==> config.mk <==
export PLATFORM = sky130hd
export DESIGN_NAME = sac_top
export DESIGN_NICKNAME = d
export VERILOG_FILES = /design/src/rtl/sac_pkg.sv /design/src/rtl/sac_clk_div.sv /design/src/rtl/sac_sar_core.sv /design/src/rtl/sac_top.sv
export SDC_FILE = /design/constraint.sdc
export NUM_CORES = 1
export LEC_CHECK = 0
export BUFFER_PORTS_ARGS = -buffer_cell sky130_fd_sc_hd__clkbuf_2
export CORE_MARGIN = 1.5
export CORE_UTILIZATION = 40
export DETAILED_ROUTE_END_ITERATION = 12
export GPL_ROUTABILITY_DRIVEN = 0
export HOLD_SLACK_MARGIN = 0.12
export PLACE_DENSITY_LB_ADDON = 0.25
export REMOVE_ABC_BUFFERS = 1
export SLEW_MARGIN = 20
export SYNTH_ARGS = -nofsm -noshare
export SYNTH_HDL_FRONTEND = slang
export SYNTH_HIERARCHICAL = 1
export SYNTH_SLANG_ARGS = --single-unit
==> constraint.sdc <==
create_clock -name clk -period 2.6 [get_ports clk]
set_input_delay 0.13 -clock clk [delete_from_list [all_inputs] [get_ports clk]]
set_output_delay 0.13 -clock clk [all_outputs]
set_load 0.05 [all_outputs]
==> src/rtl/sac_pkg.sv <==
// shared constants, types and decode functions for the converter control block
package sac_pkg;
	localparam int ADDR_W = 12;
	localparam int DATA_W = 32;
	// register indexes; byte address is four times the index
	localparam logic [9:0] CTL_IDX = 10'h01F;
	localparam logic [9:0] PCFG_IDX = 10'h09F;
	localparam logic [9:0] RES_IDX = 10'h01E;
	localparam logic [9:0] STAT_IDX = 10'h00C;
	// control register field positions
	localparam int CLK_SEL_LSB = 6;
	localparam int CHAN_LSB = 3;
	localparam int GO_BIT = 2;
	localparam int PWR_BIT = 0;
	localparam int DONE_BIT = 0;
	localparam logic [7:0] CTL_RESET = 8'h00;
	localparam logic [2:0] PCFG_RESET = 3'h0;
	localparam logic [7:0] RES_RESET = 8'h00;
	// conversion clock select codes
	localparam logic [1:0] SEL_DIV2 = 2'h0;
	localparam logic [1:0] SEL_DIV8 = 2'h1;
	localparam logic [1:0] SEL_DIV32 = 2'h2;
	localparam logic [1:0] SEL_RC = 2'h3;
	localparam int DIV2_CYC = 2;
	localparam int DIV8_CYC = 8;
	localparam int DIV32_CYC = 32;
	// internal rc oscillator typical bit period, in ns, and system clock period
	localparam int CLK_PERIOD_NS = 10;
	localparam int RC_PERIOD_NS = 4000;
	localparam int RC_CYC = RC_PERIOD_NS / CLK_PERIOD_NS;
	// one instruction cycle of four oscillator periods before an rc conversion
	localparam int START_WAIT_CYC = 4;
	localparam int RESULT_W = 8;
	localparam int BIT_PERIODS = 9;
	localparam logic [1:0] RESP_OKAY = 2'h0;
	localparam logic [1:0] RESP_SLVERR = 2'h2;

	// signals toward the analog front end
	typedef struct packed {
		logic conv_on;
		logic ref_external;
		logic route_en;
		logic [2:0] channel;
		logic [7:0] analog_mask;
		logic sample;
		logic [7:0] dac_code;
	} sac_ana_t;

	// port configuration: analog pin mask, ordered channel 0..7
	function automatic logic [7:0] pcfg_mask(input logic [2:0] cfg);
		logic [7:0] m;
		m = 8'h00;
		case (cfg)
			3'h0: m = 8'hFF;
			3'h1: m = 8'hF7;
			3'h2: m = 8'h1F;
			3'h3: m = 8'h17;
			3'h4: m = 8'h0B;
			3'h5: m = 8'h03;
			default: m = 8'h00;
		endcase
		return m;
	endfunction : pcfg_mask

	// odd codes below 6 take the reference from the shared input 3 pin
	function automatic logic pcfg_ref_ext(input logic [2:0] cfg);
		return cfg[0] & ~(cfg[2] & cfg[1]);
	endfunction : pcfg_ref_ext

	function automatic logic idx_hit(input logic [ADDR_W-1:0] addr, input logic [9:0] idx);
		return addr[ADDR_W-1:2] == idx;
	endfunction : idx_hit
endpackage : sac_pkg

==> src/rtl/sac_clk_div.sv <==
// conversion clock divider: one-cycle bit period enable
`timescale 1ns/100ps
module sac_clk_div #(
	parameter int RC_DIV = sac_pkg::RC_CYC
) (
	input wire logic clk,
	input wire logic rst_b,
	input wire logic run,
	input wire logic [1:0] sel,
	output logic tick
);
	logic [15:0] cnt_q;
	logic [15:0] cnt_d;
	logic tick_q;
	logic tick_d;
	logic [15:0] limit;

	////////////////////////////////////////////////////////////////
	// counter restarts while idle so the first period is a full one
	always_comb
	begin
		case (sel)
			sac_pkg::SEL_DIV2: limit = 16'(sac_pkg::DIV2_CYC);
			sac_pkg::SEL_DIV8: limit = 16'(sac_pkg::DIV8_CYC);
			sac_pkg::SEL_DIV32: limit = 16'(sac_pkg::DIV32_CYC);
			default: limit = 16'(RC_DIV);
		endcase
		cnt_d = cnt_q + 16'h0001;
		tick_d = 1'b0;
		if (!run)
			cnt_d = 16'h0000;
		else if (cnt_q >= limit - 16'h0001)
		begin
			cnt_d = 16'h0000;
			tick_d = 1'b1;
		end
	end

	always_ff @(posedge clk or negedge rst_b)
	begin
		if (!rst_b)
		begin
			cnt_q <= 16'h0000;
			tick_q <= 1'b0;
		end
		else
		begin
			cnt_q <= cnt_d;
			tick_q <= tick_d;
		end
	end

	assign tick = tick_q;
endmodule : sac_clk_div

==> src/rtl/sac_sar_core.sv <==
// successive-approximation search engine, one step per bit period
`timescale 1ns/100ps
module sac_sar_core #(
	parameter int RES_W = sac_pkg::RESULT_W
) (
	input wire logic clk,
	input wire logic rst_b,
	input wire logic tick,
	input wire logic start,
	input wire logic abort,
	input wire logic comp_high,
	output logic busy,
	output logic done,
	output logic sample,
	output logic [RES_W-1:0] dac_code,
	output logic [RES_W-1:0] result
);
	typedef enum logic [2:0] {
		SAC_IDLE = 3'b001,
		SAC_SAMPLE = 3'b010,
		SAC_CONV = 3'b100
	} sac_core_st_t;

	sac_core_st_t st_q;
	sac_core_st_t st_d;
	logic [RES_W-1:0] trial_q;
	logic [RES_W-1:0] trial_d;
	logic [RES_W-1:0] bit_q;
	logic [RES_W-1:0] bit_d;
	logic [RES_W-1:0] res_q;
	logic [RES_W-1:0] res_d;
	logic done_q;
	logic done_d;

	////////////////////////////////////////////////////////////////
	// one period of sampling, then one decision per bit, msb first
	always_comb
	begin
		st_d = st_q;
		trial_d = trial_q;
		bit_d = bit_q;
		res_d = res_q;
		done_d = 1'b0;
		case (st_q)
			SAC_IDLE:
			begin
				if (start)
					st_d = SAC_SAMPLE;
			end
			SAC_SAMPLE:
			begin
				if (tick)
				begin
					st_d = SAC_CONV;
					bit_d = {1'b1, {(RES_W-1){1'b0}}};
					trial_d = {1'b1, {(RES_W-1){1'b0}}};
				end
			end
			SAC_CONV:
			begin
				if (tick)
				begin
					// keep the trial bit only when the held level reaches the dac
					trial_d = comp_high ? trial_q : (trial_q & ~bit_q);
					bit_d = bit_q >> 1;
					trial_d = trial_d | (bit_q >> 1);
					if (bit_q[0])
					begin
						st_d = SAC_IDLE;
						res_d = comp_high ? trial_q : (trial_q & ~bit_q);
						done_d = 1'b1;
					end
				end
			end
			default: st_d = SAC_IDLE;
		endcase
		// abort drops the search with no result and no done
		if (abort)
		begin
			st_d = SAC_IDLE;
			done_d = 1'b0;
			res_d = res_q;
		end
		else if (start && st_q != SAC_IDLE)
			st_d = SAC_SAMPLE;
	end

	always_ff @(posedge clk or negedge rst_b)
	begin
		if (!rst_b)
		begin
			st_q <= SAC_IDLE;
			trial_q <= '0;
			bit_q <= '0;
			res_q <= '0;
			done_q <= 1'b0;
		end
		else
		begin
			st_q <= st_d;
			trial_q <= trial_d;
			bit_q <= bit_d;
			res_q <= res_d;
			done_q <= done_d;
		end
	end

	assign busy = st_q != SAC_IDLE;
	assign sample = st_q == SAC_SAMPLE;
	assign dac_code = (st_q == SAC_CONV) ? trial_q : '0;
	assign done = done_q;
	assign result = res_q;
endmodule : sac_sar_core

==> src/rtl/sac_top.sv <==
// converter control: axi4-lite registers, sleep handling, analog front-end control
`timescale 1ns/100ps
// Function
// - produce an unsigned eight-bit result
// - successive approximation on the held sample
// - reference from supply or input 3 pin
// - conversion may finish during sleep
// - sleep conversion only with rc clock
// - five or eight channels by variant
// - pins analog or digital, input 3 reference
// - go starts; done writes result, flags
// - clearing go aborts, no result, no flag
// - nine bit periods per conversion
// - select code three picks rc oscillator
module sac_top #(
	parameter int NUM_CHANNELS = 8,
	parameter int RC_DIV = sac_pkg::RC_CYC
) (
	input wire logic clk,
	input wire logic rst_b,
	input wire logic [sac_pkg::ADDR_W-1:0] s_axi_awaddr,
	input wire logic s_axi_awvalid,
	output logic s_axi_awready,
	input wire logic [31:0] s_axi_wdata,
	input wire logic [3:0] s_axi_wstrb,
	input wire logic s_axi_wvalid,
	output logic s_axi_wready,
	output logic [1:0] s_axi_bresp,
	output logic s_axi_bvalid,
	input wire logic s_axi_bready,
	input wire logic [sac_pkg::ADDR_W-1:0] s_axi_araddr,
	input wire logic s_axi_arvalid,
	output logic s_axi_arready,
	output logic [31:0] s_axi_rdata,
	output logic [1:0] s_axi_rresp,
	output logic s_axi_rvalid,
	input wire logic s_axi_rready,
	input wire logic sleep_mode,
	input wire logic comp_pin,
	output sac_pkg::sac_ana_t ana
);
	////////////////////////////////////////////////////////////////
	// declarations
	logic aw_hold_q, aw_hold_d, w_hold_q, w_hold_d;
	logic [sac_pkg::ADDR_W-1:0] awaddr_q, awaddr_d;
	logic [7:0] wbyte_q, wbyte_d;
	logic wlane_q, wlane_d;
	logic awready_q, awready_d, wready_q, wready_d;
	logic bvalid_q, bvalid_d;
	logic [1:0] bresp_q, bresp_d;
	logic arready_q, arready_d, rvalid_q, rvalid_d;
	logic [31:0] rdata_q, rdata_d;
	logic [1:0] rresp_q, rresp_d;
	logic wr_fire;
	logic wr_ctl, wr_pcfg, wr_stat;
	logic [1:0] clk_sel_q, clk_sel_d;
	logic [2:0] chan_q, chan_d;
	logic go_q, go_d, power_q, power_d;
	logic [2:0] pcfg_q, pcfg_d;
	logic [7:0] result_q, result_d;
	logic done_flag_q, done_flag_d;
	logic [2:0] wait_q, wait_d;
	logic pend_q, pend_d;
	logic start_q, start_d;
	logic sleep_kill;
	logic sw_go;
	logic abort;
	logic comp_s1_q, comp_s2_q, comp_s3_q, comp_f_q, comp_f_d;
	logic tick, busy, core_done, core_sample;
	logic [7:0] core_dac, core_res;
	sac_pkg::sac_ana_t ana_q, ana_d;

	////////////////////////////////////////////////////////////////
	// axi4-lite write: address and data taken in either order, answered two cycles after both
	always_comb
	begin
		aw_hold_d = aw_hold_q;
		w_hold_d = w_hold_q;
		awaddr_d = awaddr_q;
		wbyte_d = wbyte_q;
		wlane_d = wlane_q;
		bvalid_d = bvalid_q;
		bresp_d = bresp_q;
		if (s_axi_awvalid && awready_q)
		begin
			aw_hold_d = 1'b1;
			awaddr_d = s_axi_awaddr;
		end
		if (s_axi_wvalid && wready_q)
		begin
			w_hold_d = 1'b1;
			wbyte_d = s_axi_wdata[7:0]; // registers live in byte lane 0 only
			wlane_d = s_axi_wstrb[0];
		end
		if (wr_fire)
		begin
			aw_hold_d = 1'b0;
			w_hold_d = 1'b0;
			bvalid_d = 1'b1;
			bresp_d = (wr_ctl || wr_pcfg || wr_stat || sac_pkg::idx_hit(awaddr_q, sac_pkg::RES_IDX)) ?
				sac_pkg::RESP_OKAY : sac_pkg::RESP_SLVERR;
		end
		if (bvalid_q && s_axi_bready)
			bvalid_d = 1'b0;
		awready_d = !aw_hold_d && !bvalid_d;
		wready_d = !w_hold_d && !bvalid_d;
	end

	assign wr_fire = aw_hold_q && w_hold_q && !bvalid_q;
	assign wr_ctl = wr_fire && sac_pkg::idx_hit(awaddr_q, sac_pkg::CTL_IDX);
	assign wr_pcfg = wr_fire && sac_pkg::idx_hit(awaddr_q, sac_pkg::PCFG_IDX);
	assign wr_stat = wr_fire && sac_pkg::idx_hit(awaddr_q, sac_pkg::STAT_IDX);

	always_ff @(posedge clk or negedge rst_b)
	begin
		if (!rst_b)
		begin
			aw_hold_q <= 1'b0;
			w_hold_q <= 1'b0;
			awaddr_q <= '0;
			wbyte_q <= 8'h00;
			wlane_q <= 1'b0;
			awready_q <= 1'b0;
			wready_q <= 1'b0;
			bvalid_q <= 1'b0;
			bresp_q <= sac_pkg::RESP_OKAY;
		end
		else
		begin
			aw_hold_q <= aw_hold_d;
			w_hold_q <= w_hold_d;
			awaddr_q <= awaddr_d;
			wbyte_q <= wbyte_d;
			wlane_q <= wlane_d;
			awready_q <= awready_d;
			wready_q <= wready_d;
			bvalid_q <= bvalid_d;
			bresp_q <= bresp_d;
		end
	end

	////////////////////////////////////////////////////////////////
	// axi4-lite read: rvalid one cycle after the address is taken, unmapped reads zero with slverr
	always_comb
	begin
		rvalid_d = rvalid_q;
		rdata_d = rdata_q;
		rresp_d = rresp_q;
		if (s_axi_arvalid && arready_q)
		begin
			rvalid_d = 1'b1;
			rresp_d = sac_pkg::RESP_OKAY;
			rdata_d = 32'h0000_0000;
			if (sac_pkg::idx_hit(s_axi_araddr, sac_pkg::CTL_IDX))
				rdata_d[7:0] = {clk_sel_q, chan_q, go_q, 1'b0, power_q};
			else if (sac_pkg::idx_hit(s_axi_araddr, sac_pkg::PCFG_IDX))
				rdata_d[2:0] = pcfg_q;
			else if (sac_pkg::idx_hit(s_axi_araddr, sac_pkg::RES_IDX))
				rdata_d[7:0] = result_q;
			else if (sac_pkg::idx_hit(s_axi_araddr, sac_pkg::STAT_IDX))
				rdata_d[sac_pkg::DONE_BIT] = done_flag_q;
			else
				rresp_d = sac_pkg::RESP_SLVERR;
		end
		else if (rvalid_q && s_axi_rready)
			rvalid_d = 1'b0;
		arready_d = !rvalid_d;
	end

	always_ff @(posedge clk or negedge rst_b)
	begin
		if (!rst_b)
		begin
			arready_q <= 1'b0;
			rvalid_q <= 1'b0;
			rdata_q <= 32'h0000_0000;
			rresp_q <= sac_pkg::RESP_OKAY;
		end
		else
		begin
			arready_q <= arready_d;
			rvalid_q <= rvalid_d;
			rdata_q <= rdata_d;
			rresp_q <= rresp_d;
		end
	end

	////////////////////////////////////////////////////////////////
	// control state: go, power, channel, clock select, port config, result, done flag
	// sleep kills a conversion unless the rc clock runs it; power bit itself stays set
	assign sleep_kill = sleep_mode && (clk_sel_q != sac_pkg::SEL_RC);
	// go is only accepted once the converter is already powered
	assign sw_go = wr_ctl && wlane_q && wbyte_q[sac_pkg::GO_BIT] && power_q;

	always_comb
	begin
		clk_sel_d = clk_sel_q;
		chan_d = chan_q;
		power_d = power_q;
		pcfg_d = pcfg_q;
		go_d = go_q;
		result_d = result_q;
		done_flag_d = done_flag_q;
		if (wr_ctl && wlane_q)
		begin
			clk_sel_d = wbyte_q[sac_pkg::CLK_SEL_LSB +: 2];
			chan_d = wbyte_q[sac_pkg::CHAN_LSB +: 3];
			power_d = wbyte_q[sac_pkg::PWR_BIT];
			go_d = sw_go;
		end
		if (wr_pcfg && wlane_q)
			pcfg_d = wbyte_q[2:0];
		// software clears the done flag by writing zero to it
		if (wr_stat && wlane_q && !wbyte_q[sac_pkg::DONE_BIT])
			done_flag_d = 1'b0;
		if (core_done && go_q)
		begin
			result_d = core_res;
			done_flag_d = 1'b1; // set wins over a same-cycle clear
			if (!sw_go)
				go_d = 1'b0;
		end
		if (sleep_kill || !power_d)
			go_d = 1'b0;
	end

	always_ff @(posedge clk or negedge rst_b)
	begin
		if (!rst_b)
		begin
			clk_sel_q <= sac_pkg::CTL_RESET[sac_pkg::CLK_SEL_LSB +: 2];
			chan_q <= sac_pkg::CTL_RESET[sac_pkg::CHAN_LSB +: 3];
			go_q <= sac_pkg::CTL_RESET[sac_pkg::GO_BIT];
			power_q <= sac_pkg::CTL_RESET[sac_pkg::PWR_BIT];
			pcfg_q <= sac_pkg::PCFG_RESET;
			result_q <= sac_pkg::RES_RESET;
			done_flag_q <= 1'b0;
		end
		else
		begin
			clk_sel_q <= clk_sel_d;
			chan_q <= chan_d;
			go_q <= go_d;
			power_q <= power_d;
			pcfg_q <= pcfg_d;
			result_q <= result_d;
			done_flag_q <= done_flag_d;
		end
	end

	////////////////////////////////////////////////////////////////
	// start sequencing: rc conversions wait one instruction cycle so sleep can settle the noise
	assign abort = go_q && !go_d && !core_done;

	always_comb
	begin
		pend_d = pend_q;
		wait_d = wait_q;
		start_d = 1'b0;
		if (sw_go && (!go_q || core_done))
		begin
			pend_d = 1'b1;
			wait_d = (clk_sel_d == sac_pkg::SEL_RC) ? 3'(sac_pkg::START_WAIT_CYC) : 3'h0;
		end
		else if (pend_q)
		begin
			if (wait_q == 3'h0)
			begin
				pend_d = 1'b0;
				start_d = 1'b1;
			end
			else
				wait_d = wait_q - 3'h1;
		end
		if (!go_d)
		begin
			pend_d = 1'b0;
			start_d = 1'b0; // a go killed in its launch cycle must not reach the engine
		end
	end

	always_ff @(posedge clk or negedge rst_b)
	begin
		if (!rst_b)
		begin
			pend_q <= 1'b0;
			wait_q <= 3'h0;
			start_q <= 1'b0;
		end
		else
		begin
			pend_q <= pend_d;
			wait_q <= wait_d;
			start_q <= start_d;
		end
	end

	////////////////////////////////////////////////////////////////
	// comparator synchroniser, stages two and three must agree; bit periods under six clocks see stale levels
	assign comp_f_d = (comp_s2_q == comp_s3_q) ? comp_s3_q : comp_f_q;

	always_ff @(posedge clk or negedge rst_b)
	begin
		if (!rst_b)
		begin
			comp_s1_q <= 1'b0;
			comp_s2_q <= 1'b0;
			comp_s3_q <= 1'b0;
			comp_f_q <= 1'b0;
		end
		else
		begin
			comp_s1_q <= comp_pin;
			comp_s2_q <= comp_s1_q;
			comp_s3_q <= comp_s2_q;
			comp_f_q <= comp_f_d;
		end
	end

	////////////////////////////////////////////////////////////////
	// conversion clock and search engine
	sac_clk_div #(
		.RC_DIV(RC_DIV)
	) u_div (
		.clk(clk),
		.rst_b(rst_b),
		.run(busy),
		.sel(clk_sel_q),
		.tick(tick)
	);

	sac_sar_core #(
		.RES_W(sac_pkg::RESULT_W)
	) u_core (
		.clk(clk),
		.rst_b(rst_b),
		.tick(tick),
		.start(start_q),
		.abort(abort),
		.comp_high(comp_f_q),
		.busy(busy),
		.done(core_done),
		.sample(core_sample),
		.dac_code(core_dac),
		.result(core_res)
	);

	////////////////////////////////////////////////////////////////
	// analog front-end controls, all registered
	always_comb
	begin
		ana_d.conv_on = power_q && !sleep_kill;
		ana_d.ref_external = sac_pkg::pcfg_ref_ext(pcfg_q);
		ana_d.analog_mask = sac_pkg::pcfg_mask(pcfg_q) & 8'((9'h001 << NUM_CHANNELS) - 9'h001);
		ana_d.channel = chan_q;
		// codes past the last channel of a small variant route nothing
		ana_d.route_en = power_q && (32'(chan_q) < NUM_CHANNELS);
		ana_d.sample = core_sample;
		ana_d.dac_code = core_dac;
	end

	always_ff @(posedge clk or negedge rst_b)
	begin
		if (!rst_b)
			ana_q <= '0;
		else
			ana_q <= ana_d;
	end

	assign ana = ana_q;
	assign s_axi_awready = awready_q;
	assign s_axi_wready = wready_q;
	assign s_axi_bvalid = bvalid_q;
	assign s_axi_bresp = bresp_q;
	assign s_axi_arready = arready_q;
	assign s_axi_rvalid = rvalid_q;
	assign s_axi_rdata = rdata_q;
	assign s_axi_rresp = rresp_q;
endmodule : sac_top

==> flow_metrics.tcl, run 1 <==
set metrics [dict create \
    fmax_mhz 408 \
    period_share_pct 94.3 \
    synth_seq_area_share_pct 55.9 \
    crit_fanout 9 \
    end_kind "flip-flop" \
    grt_usage_pct 15.9 \
    p_switching_mw 1.42 \
    drc 0 \
    status "finished clean" \
    p_leak_nw 3.44 \
    netlist_area_sq_um 5730 \
    grt_start_max_net_pins 59 \
    synthDistinctLibCells 62 \
    place_inst 723 \
    rsz0062_at_grt "no" \
    dieArea_sq_um 15100 \
    worstMarginPinSlew_ns 0.759 \
    finalNonFillerCells 781 \
    ys_ff_latch 128 \
    cts_buffers 17 \
    hold_viol_final 0 \
    worstPathArrival_ns 2.74 \
    p_seq_share_pct 44.0 \
    cts_tree "built" \
    r2r_slack_ns 0.15 \
    finalSetupTns_ns 0 \
    yosysTopAreaCell "dfrtp_1" \
    wirelength_mm 11.1 \
    layout_common_cells "127 x dfrtp_1, 74 x clkbuf_2, 33 x nand2_1, 33 x conb_1, 31 x mux2_2" \
    final_common_cell "dfrtp_1" \
    synth-async-reset-ratio_pct 100 \
    wire_per_inst_um 14.2 \
    area_growth_pct 24.1 \
    layout_setup_ws_ns 0.148 \
    fin_crit_ns 2.45 \
    timing.rr.end "u_core/result[1]" \
    clkTransAtPathRegs_ns 0.05 \
    cts_root_buffer "clkbuf_16" \
    pin_count 133 \
    yosys_warnings 6 \
    die_height_um 123 \
    num-nets-final 670 \
    maxSlewViolCount 0 \
    n_antenna_cell 0 \
    power_frac_comb_pct 14.0 \
    overflow 0 \
    grt_pass1_vias 3747 \
    critPathLaunchType "flip-flop" \
    synth_edf_count 0 \
    synth_area_leaders "dfrtp_1 55%, mux2_2 6.1%, buf_4 4.1%" \
    cts.repair.resized 0 \
    drive_above_1_share_pct 29.5 \
    synth_top_cell_area_share_pct 55.4 \
    clock_sinks 128 \
    skew_ns 0.00765 \
    reg2reg_depth 7 \
    worstSkewPairLatency_ns 0.41 \
    ant_nets 0 \
    r2r-start "awaddr_q[8]" \
    ir_drop_mv 0.469 \
    syn_inst 467 \
    synth.avg_cell_area_sq_um 12.3 \
    rows 43 \
    num_vias 3833 \
    grt_pass1_wl_mm 18.1 \
    p_sw_share_pct 26.3 \
    min_path_type "input pin to flip-flop" \
    synth_flop_cell "dfrtp_1" \
    drv_cap 0 \
    start_util_pct 41.1 \
    via_per_inst 4.91 \
    fillers 1224 \
    portBuffers 75 \
    setup_viol 0 \
    drtIter0Drc 164 \
    crit_start "awaddr_q[8]" \
    core_area_sq_um 13900 \
    die_w_um 123 \
    hpwl_mm 7.68 \
    final_util_pct 51.1 \
    p_int_mw 3.98 \
    p_per_area_nw_per_um2 760 \
    slew_headroom_pct 49.4 \
    pwr-share-clk_pct 42.0 \
    path_class "flip-flop to flip-flop" \
    antenna_found_initial 0 \
    cts_max_level 4 \
    crit_path_end "u_core/result[1]" \
    dp_slack_ns 0.142 \
    dr.pass1.iters 4 \
    cts_buffer_depth 2 \
    critPathRequiredTime_ns 2.89 \
]
## sequential cells by signal, indices dropped and copies added (netlist names), 8 cells and up
signal,cells
ana,19
u_div/cnt_q,16
awaddr_q,10
result_q,8
s_axi_rdata,8
u_core/bit_q,8
u_core/result,8
u_core/trial_q,8
wbyte_q,8
## cell type report
class / instances / area [sq um] / area share, %
sequential: 128 / 3200 / 45.0
timing repair buffer: 116 / 768 / 10.8
tap: 180 / 225 / 3.17
multi-input combinational: 306 / 2270 / 32.0
inverter: 21 / 78.8 / 1.11
clock buffer: 24 / 482 / 6.77
clock inverter: 6 / 82.6 / 1.16
## Yosys cell counts (4+ instances only)
master	count
dfrtp_1	127
nand2_1	33
buf_4	31
mux2_2	31
inv_1	21
and2_1	15
nor2_1	13
a21oi_1	12
a221o_1	12
and3_1	11
ha_1	11
mux2i_1	10
nand2b_1	10
nor3_2	10
o21ai_0	10
a22o_1	7
mux2_4	6
nand3_1	6
nand4_1	6
clkbuf_1	5
o31ai_1	5
xnor2_1	5
xor2_1	5
a211oi_1	4
nor2b_1	4
nor3b_1	4
## repair_timing
item | 4_1_cts | 5_1_grt
setup buffers | 0 | 0
hold buffers | 28 | 0
endpoints found under the hold margin | 82 | 0
## critical path, stage by stage, from the launching register on
cell and delay (ns):
dfrtp_1 0.37, and4bb_2 0.34, nand4_2 0.11, or4_4 0.51
and3_2 0.22, or4b_1 0.46, buf_4 0.20, mux2i_1 0.12
## power groups by stage
| stage | registers, mW | clock network, mW | logic [mW] |
|---|---|---|---|
| after floorplan | 2.51 | 0 | 0.396 |
| after global placement | 2.40 | 0 | 0.707 |
| after detailed placement | 2.41 | 0 | 0.724 |
| after CTS | 2.38 | 2.32 | 0.766 |
| after global routing | 2.41 | 2.41 | 0.827 |
| final | 2.38 | 2.27 | 0.757 |
## cell families (layout without fill, tap and decap cells)
group                      count (synthesis)  count (layout)  synth area share, %
other                                      3              33                0.196
muxes                                     47              47                 9.41
xor gates and xnor gates                  10              10                 1.53
and+or+nand+nor                          139             139                 15.3
buffers and inverters                     63             167                 6.61
adders and majority gates                 12              12                 2.58
AOI/OAI and AO/OA                         65              65                 8.47
DFF                                      128             128                 55.9
## how the worst min path moves through the flow
| stage | slack, ns | startpoint | to | depth (start not counted) |
|---|---|---|---|---|
| after floorplan | -0.17 | rst_b | ana[0] | 0 |
| after global placement | 0.24 | rst_b | s_axi_rvalid | 1 |
| after detailed placement | 0.24 | rst_b | s_axi_arready | 1 |
| after CTS | 0.12 | s_axi_araddr[2] | s_axi_rdata[2] | 3 |
| after global routing | 0.15 | s_axi_araddr[2] | s_axi_rdata[2] | 3 |
| final | 0.15 | s_axi_araddr[2] | s_axi_rdata[2] | 3 |
## routing by layer
layer / vias to the layer above / global-route usage, % / wire length [um]
met5: - / 0 / 0
met4: 0 / 6.32 / 135
li1: 1845 / - / -
met1: 1905 / 20.7 / 5010
met3: 12 / 4.88 / 418
met2: 71 / 24.8 / 5530
## stage by stage
stage | power (mW) | hold slack, ns | area [sq um]
after floorplan | 2.90 | -0.166 | 5540
after global routing | 5.66 | 0.148 | 7120
after global placement | 3.11 | 0.239 | 6270
after detailed placement | 3.14 | 0.245 | 6270
final | 5.41 | 0.152 | 7120
after CTS | 5.46 | 0.121 | 7120
(Power assumes the default switching activity.)
==> inputs of run 2 (changes only) <==
CTS_CLUSTER_DIAMETER = 30   (was unset)
REMOVE_ABC_BUFFERS = unset   (was 1)
clock period = 2.4 ns   (was 2.6 ns; I/O delays follow)
==> run 2 against run 1 <==
Worst hold slack improved by 0.014 ns. Core utilization grew 0.28 points. Largest power group unchanged. Die area unchanged. Cell count up 1.2%.
==> flow_metrics.tcl, run 2 (synthesized netlist as in run 1, its figures left out) <==
set metrics [dict create \
    crit_path_cell_trace "and4bb_2 > nand4_2 > or4_4 > and3_4 > or4b_4 > buf_4 > mux2i_1" \
    num-nets-final 681 \
    grt_pass1_wl_mm 17.9 \
    p_per_area_nw_per_um2 800 \
    power_frac_comb_pct 16.3 \
    worstPathArrival_ns 2.65 \
    whs_ns 0.165 \
    final_common_cell "dfrtp_1" \
    cts_root_buffer "clkbuf_16" \
    via_per_inst 4.85 \
    critPathLaunchType "flip-flop" \
    layout_setup_ws_ns 0.0445 \
    cts_buffer_depth 2 \
    rsz0062_at_grt "yes" \
    r2r_slack_ns 0.04 \
    cts_tree "built" \
    antenna_found_initial 0 \
    grt_usage_pct 15.6 \
    largest_reg_flops 19 \
    crit_family "simple AND/OR/NAND/NOR gates" \
    portBuffers 75 \
    stdcell_area_sq_um 7150 \
    pin_count 133 \
    slew_headroom_pct 65.2 \
    p_int_mw 4.19 \
    dr.pass1.iters 4 \
    worstMarginPinSlew_ns 0.521 \
    p_leak_nw 3.46 \
    skew_ns 0.00949 \
    crit_fanout 4 \
    start_util_pct 41.1 \
    maxSlewViolCount 0 \
    setup_viol 0 \
    die_height_um 123 \
    p_seq_share_pct 44.6 \
    postCtsSetupRepairBufs 0 \
    end_kind "flip-flop" \
    drv_cap 0 \
    critPathRequiredTime_ns 2.70 \
    pwr-share-clk_pct 39.1 \
    path_class "flip-flop to flip-flop" \
    cp_slowest_stage_delay_ns 0.50 \
    layout_common_cells "126 x dfrtp_1, 74 x clkbuf_2, 33 x nand2_1, 33 x conb_1, 31 x mux2_2" \
    wirelength_mm 11.1 \
    fin_crit_ns 2.36 \
    grt_start_max_net_pins 61 \
    wire_per_inst_um 14.0 \
    grt_pass1_vias 3730 \
    n_antenna_cell 0 \
    clock_sinks 128 \
    power_mw 5.72 \
    worstSkewPairLatency_ns 0.42 \
    ir_drop_mv 0.586 \
    area_growth_pct 24.8 \
    hold_viol_final 0 \
    clkTransAtPathRegs_ns 0.05 \
    critPathSlowestCell "or4_4" \
    period_share_pct 98.1 \
    drive_above_1_share_pct 30.5 \
    multi_input_area_sq_um 2280 \
    drtIter0Drc 185 \
    drc 0 \
    ant_nets 0 \
    overflow 0 \
    cp_num_buf_inv 1 \
    p_sw_share_pct 26.8 \
    min_path_type "input pin to async pin" \
    cts_buffers 17 \
    dp_slack_ns -0.0483 \
    status "finished clean" \
    place_area_sq_um 6350 \
    dieArea_sq_um 15100 \
    die_w_um 123 \
    fmax_mhz 425 \
    num_vias 3834 \
    final_util_pct 51.3 \
    core_area_sq_um 13900 \
    hpwl_mm 7.85 \
    seq_area_sq_um 3210 \
    fillers 1241 \
    rows 43 \
    p_switching_mw 1.53 \
    cts_max_level 4 \
]
run 2: changes by cell type in the layout (fill, tap and decap cells not counted), sizes merged:
cell      before  now
buf           14   25
bufinv         2    0
clkbuf        98  101
clkinv         3    1
clkinvlp       1    0
run 2: per-stage QoR:
step / setup TNS (ns) / cells
3_3_place_gp: -0.0278 / 733
5_1_grt: -0.0923 / 790
2_1_floorplan: 0 / 497
4_1_cts: 0 / 790
6_report: 0 / 790
3_5_place_dp: -0.285 / 733
run 2: final cells by class:
type	instances	area share [%]
multi-input combinational	306	31.9
tap	180	3.15
clock buffer	27	7.03
sequential	128	44.8
inverter	21	1.10
timing repair buffer	127	11.9
clock inverter	1	0.0700
run 2: what timing repair did:
action                     in CTS  in global routing
hold buffers                   28                  0
gates cloned                    1                  0
pin swaps                       2                  1
setup endpoints to repair       8                  8
hold endpoints to repair      116                  0
resized for setup               4                  0
run 2: path summary, 6_finish.rpt:
| path | from | end | cells after the start |
|---|---|---|---|
| min | rst_b | awaddr_q[5] | 2 |
| max reg2reg | awaddr_q[8] | u_core/result[6] | 7 |
| min reg2reg | comp_s1_q | comp_s2_q | 0 |
| max | awaddr_q[8] | u_core/result[6] | 7 |
| min in group clk | s_axi_araddr[2] | s_axi_rdata[2] | 3 |
| max in group asynchronous | rst_b | u_core/st_q[0] | 3 |
run 2: layer usage:
layer  vias to the layer above  track usage, %  share of wire (%)
met5                         -               0                  0
met4                         0            7.27                1.6
met3                        13            4.14                3.8
met2                        69            24.5                 50
met1                      1887            20.3                 45
li1                       1865               -                  -
run 2: power by group through the flow:
| stage | logic, mW | clock network (mW) | registers [mW] |
|---|---|---|---|
| 3_3_place_gp | 0.886 | 0 | 2.57 |
| 3_5_place_dp | 0.907 | 0 | 2.59 |
| 2_1_floorplan | 0.476 | 0 | 2.71 |
| 4_1_cts | 0.942 | 2.30 | 2.55 |
| 5_1_grt | 1.01 | 2.39 | 2.58 |
| 6_report | 0.933 | 2.23 | 2.55 |
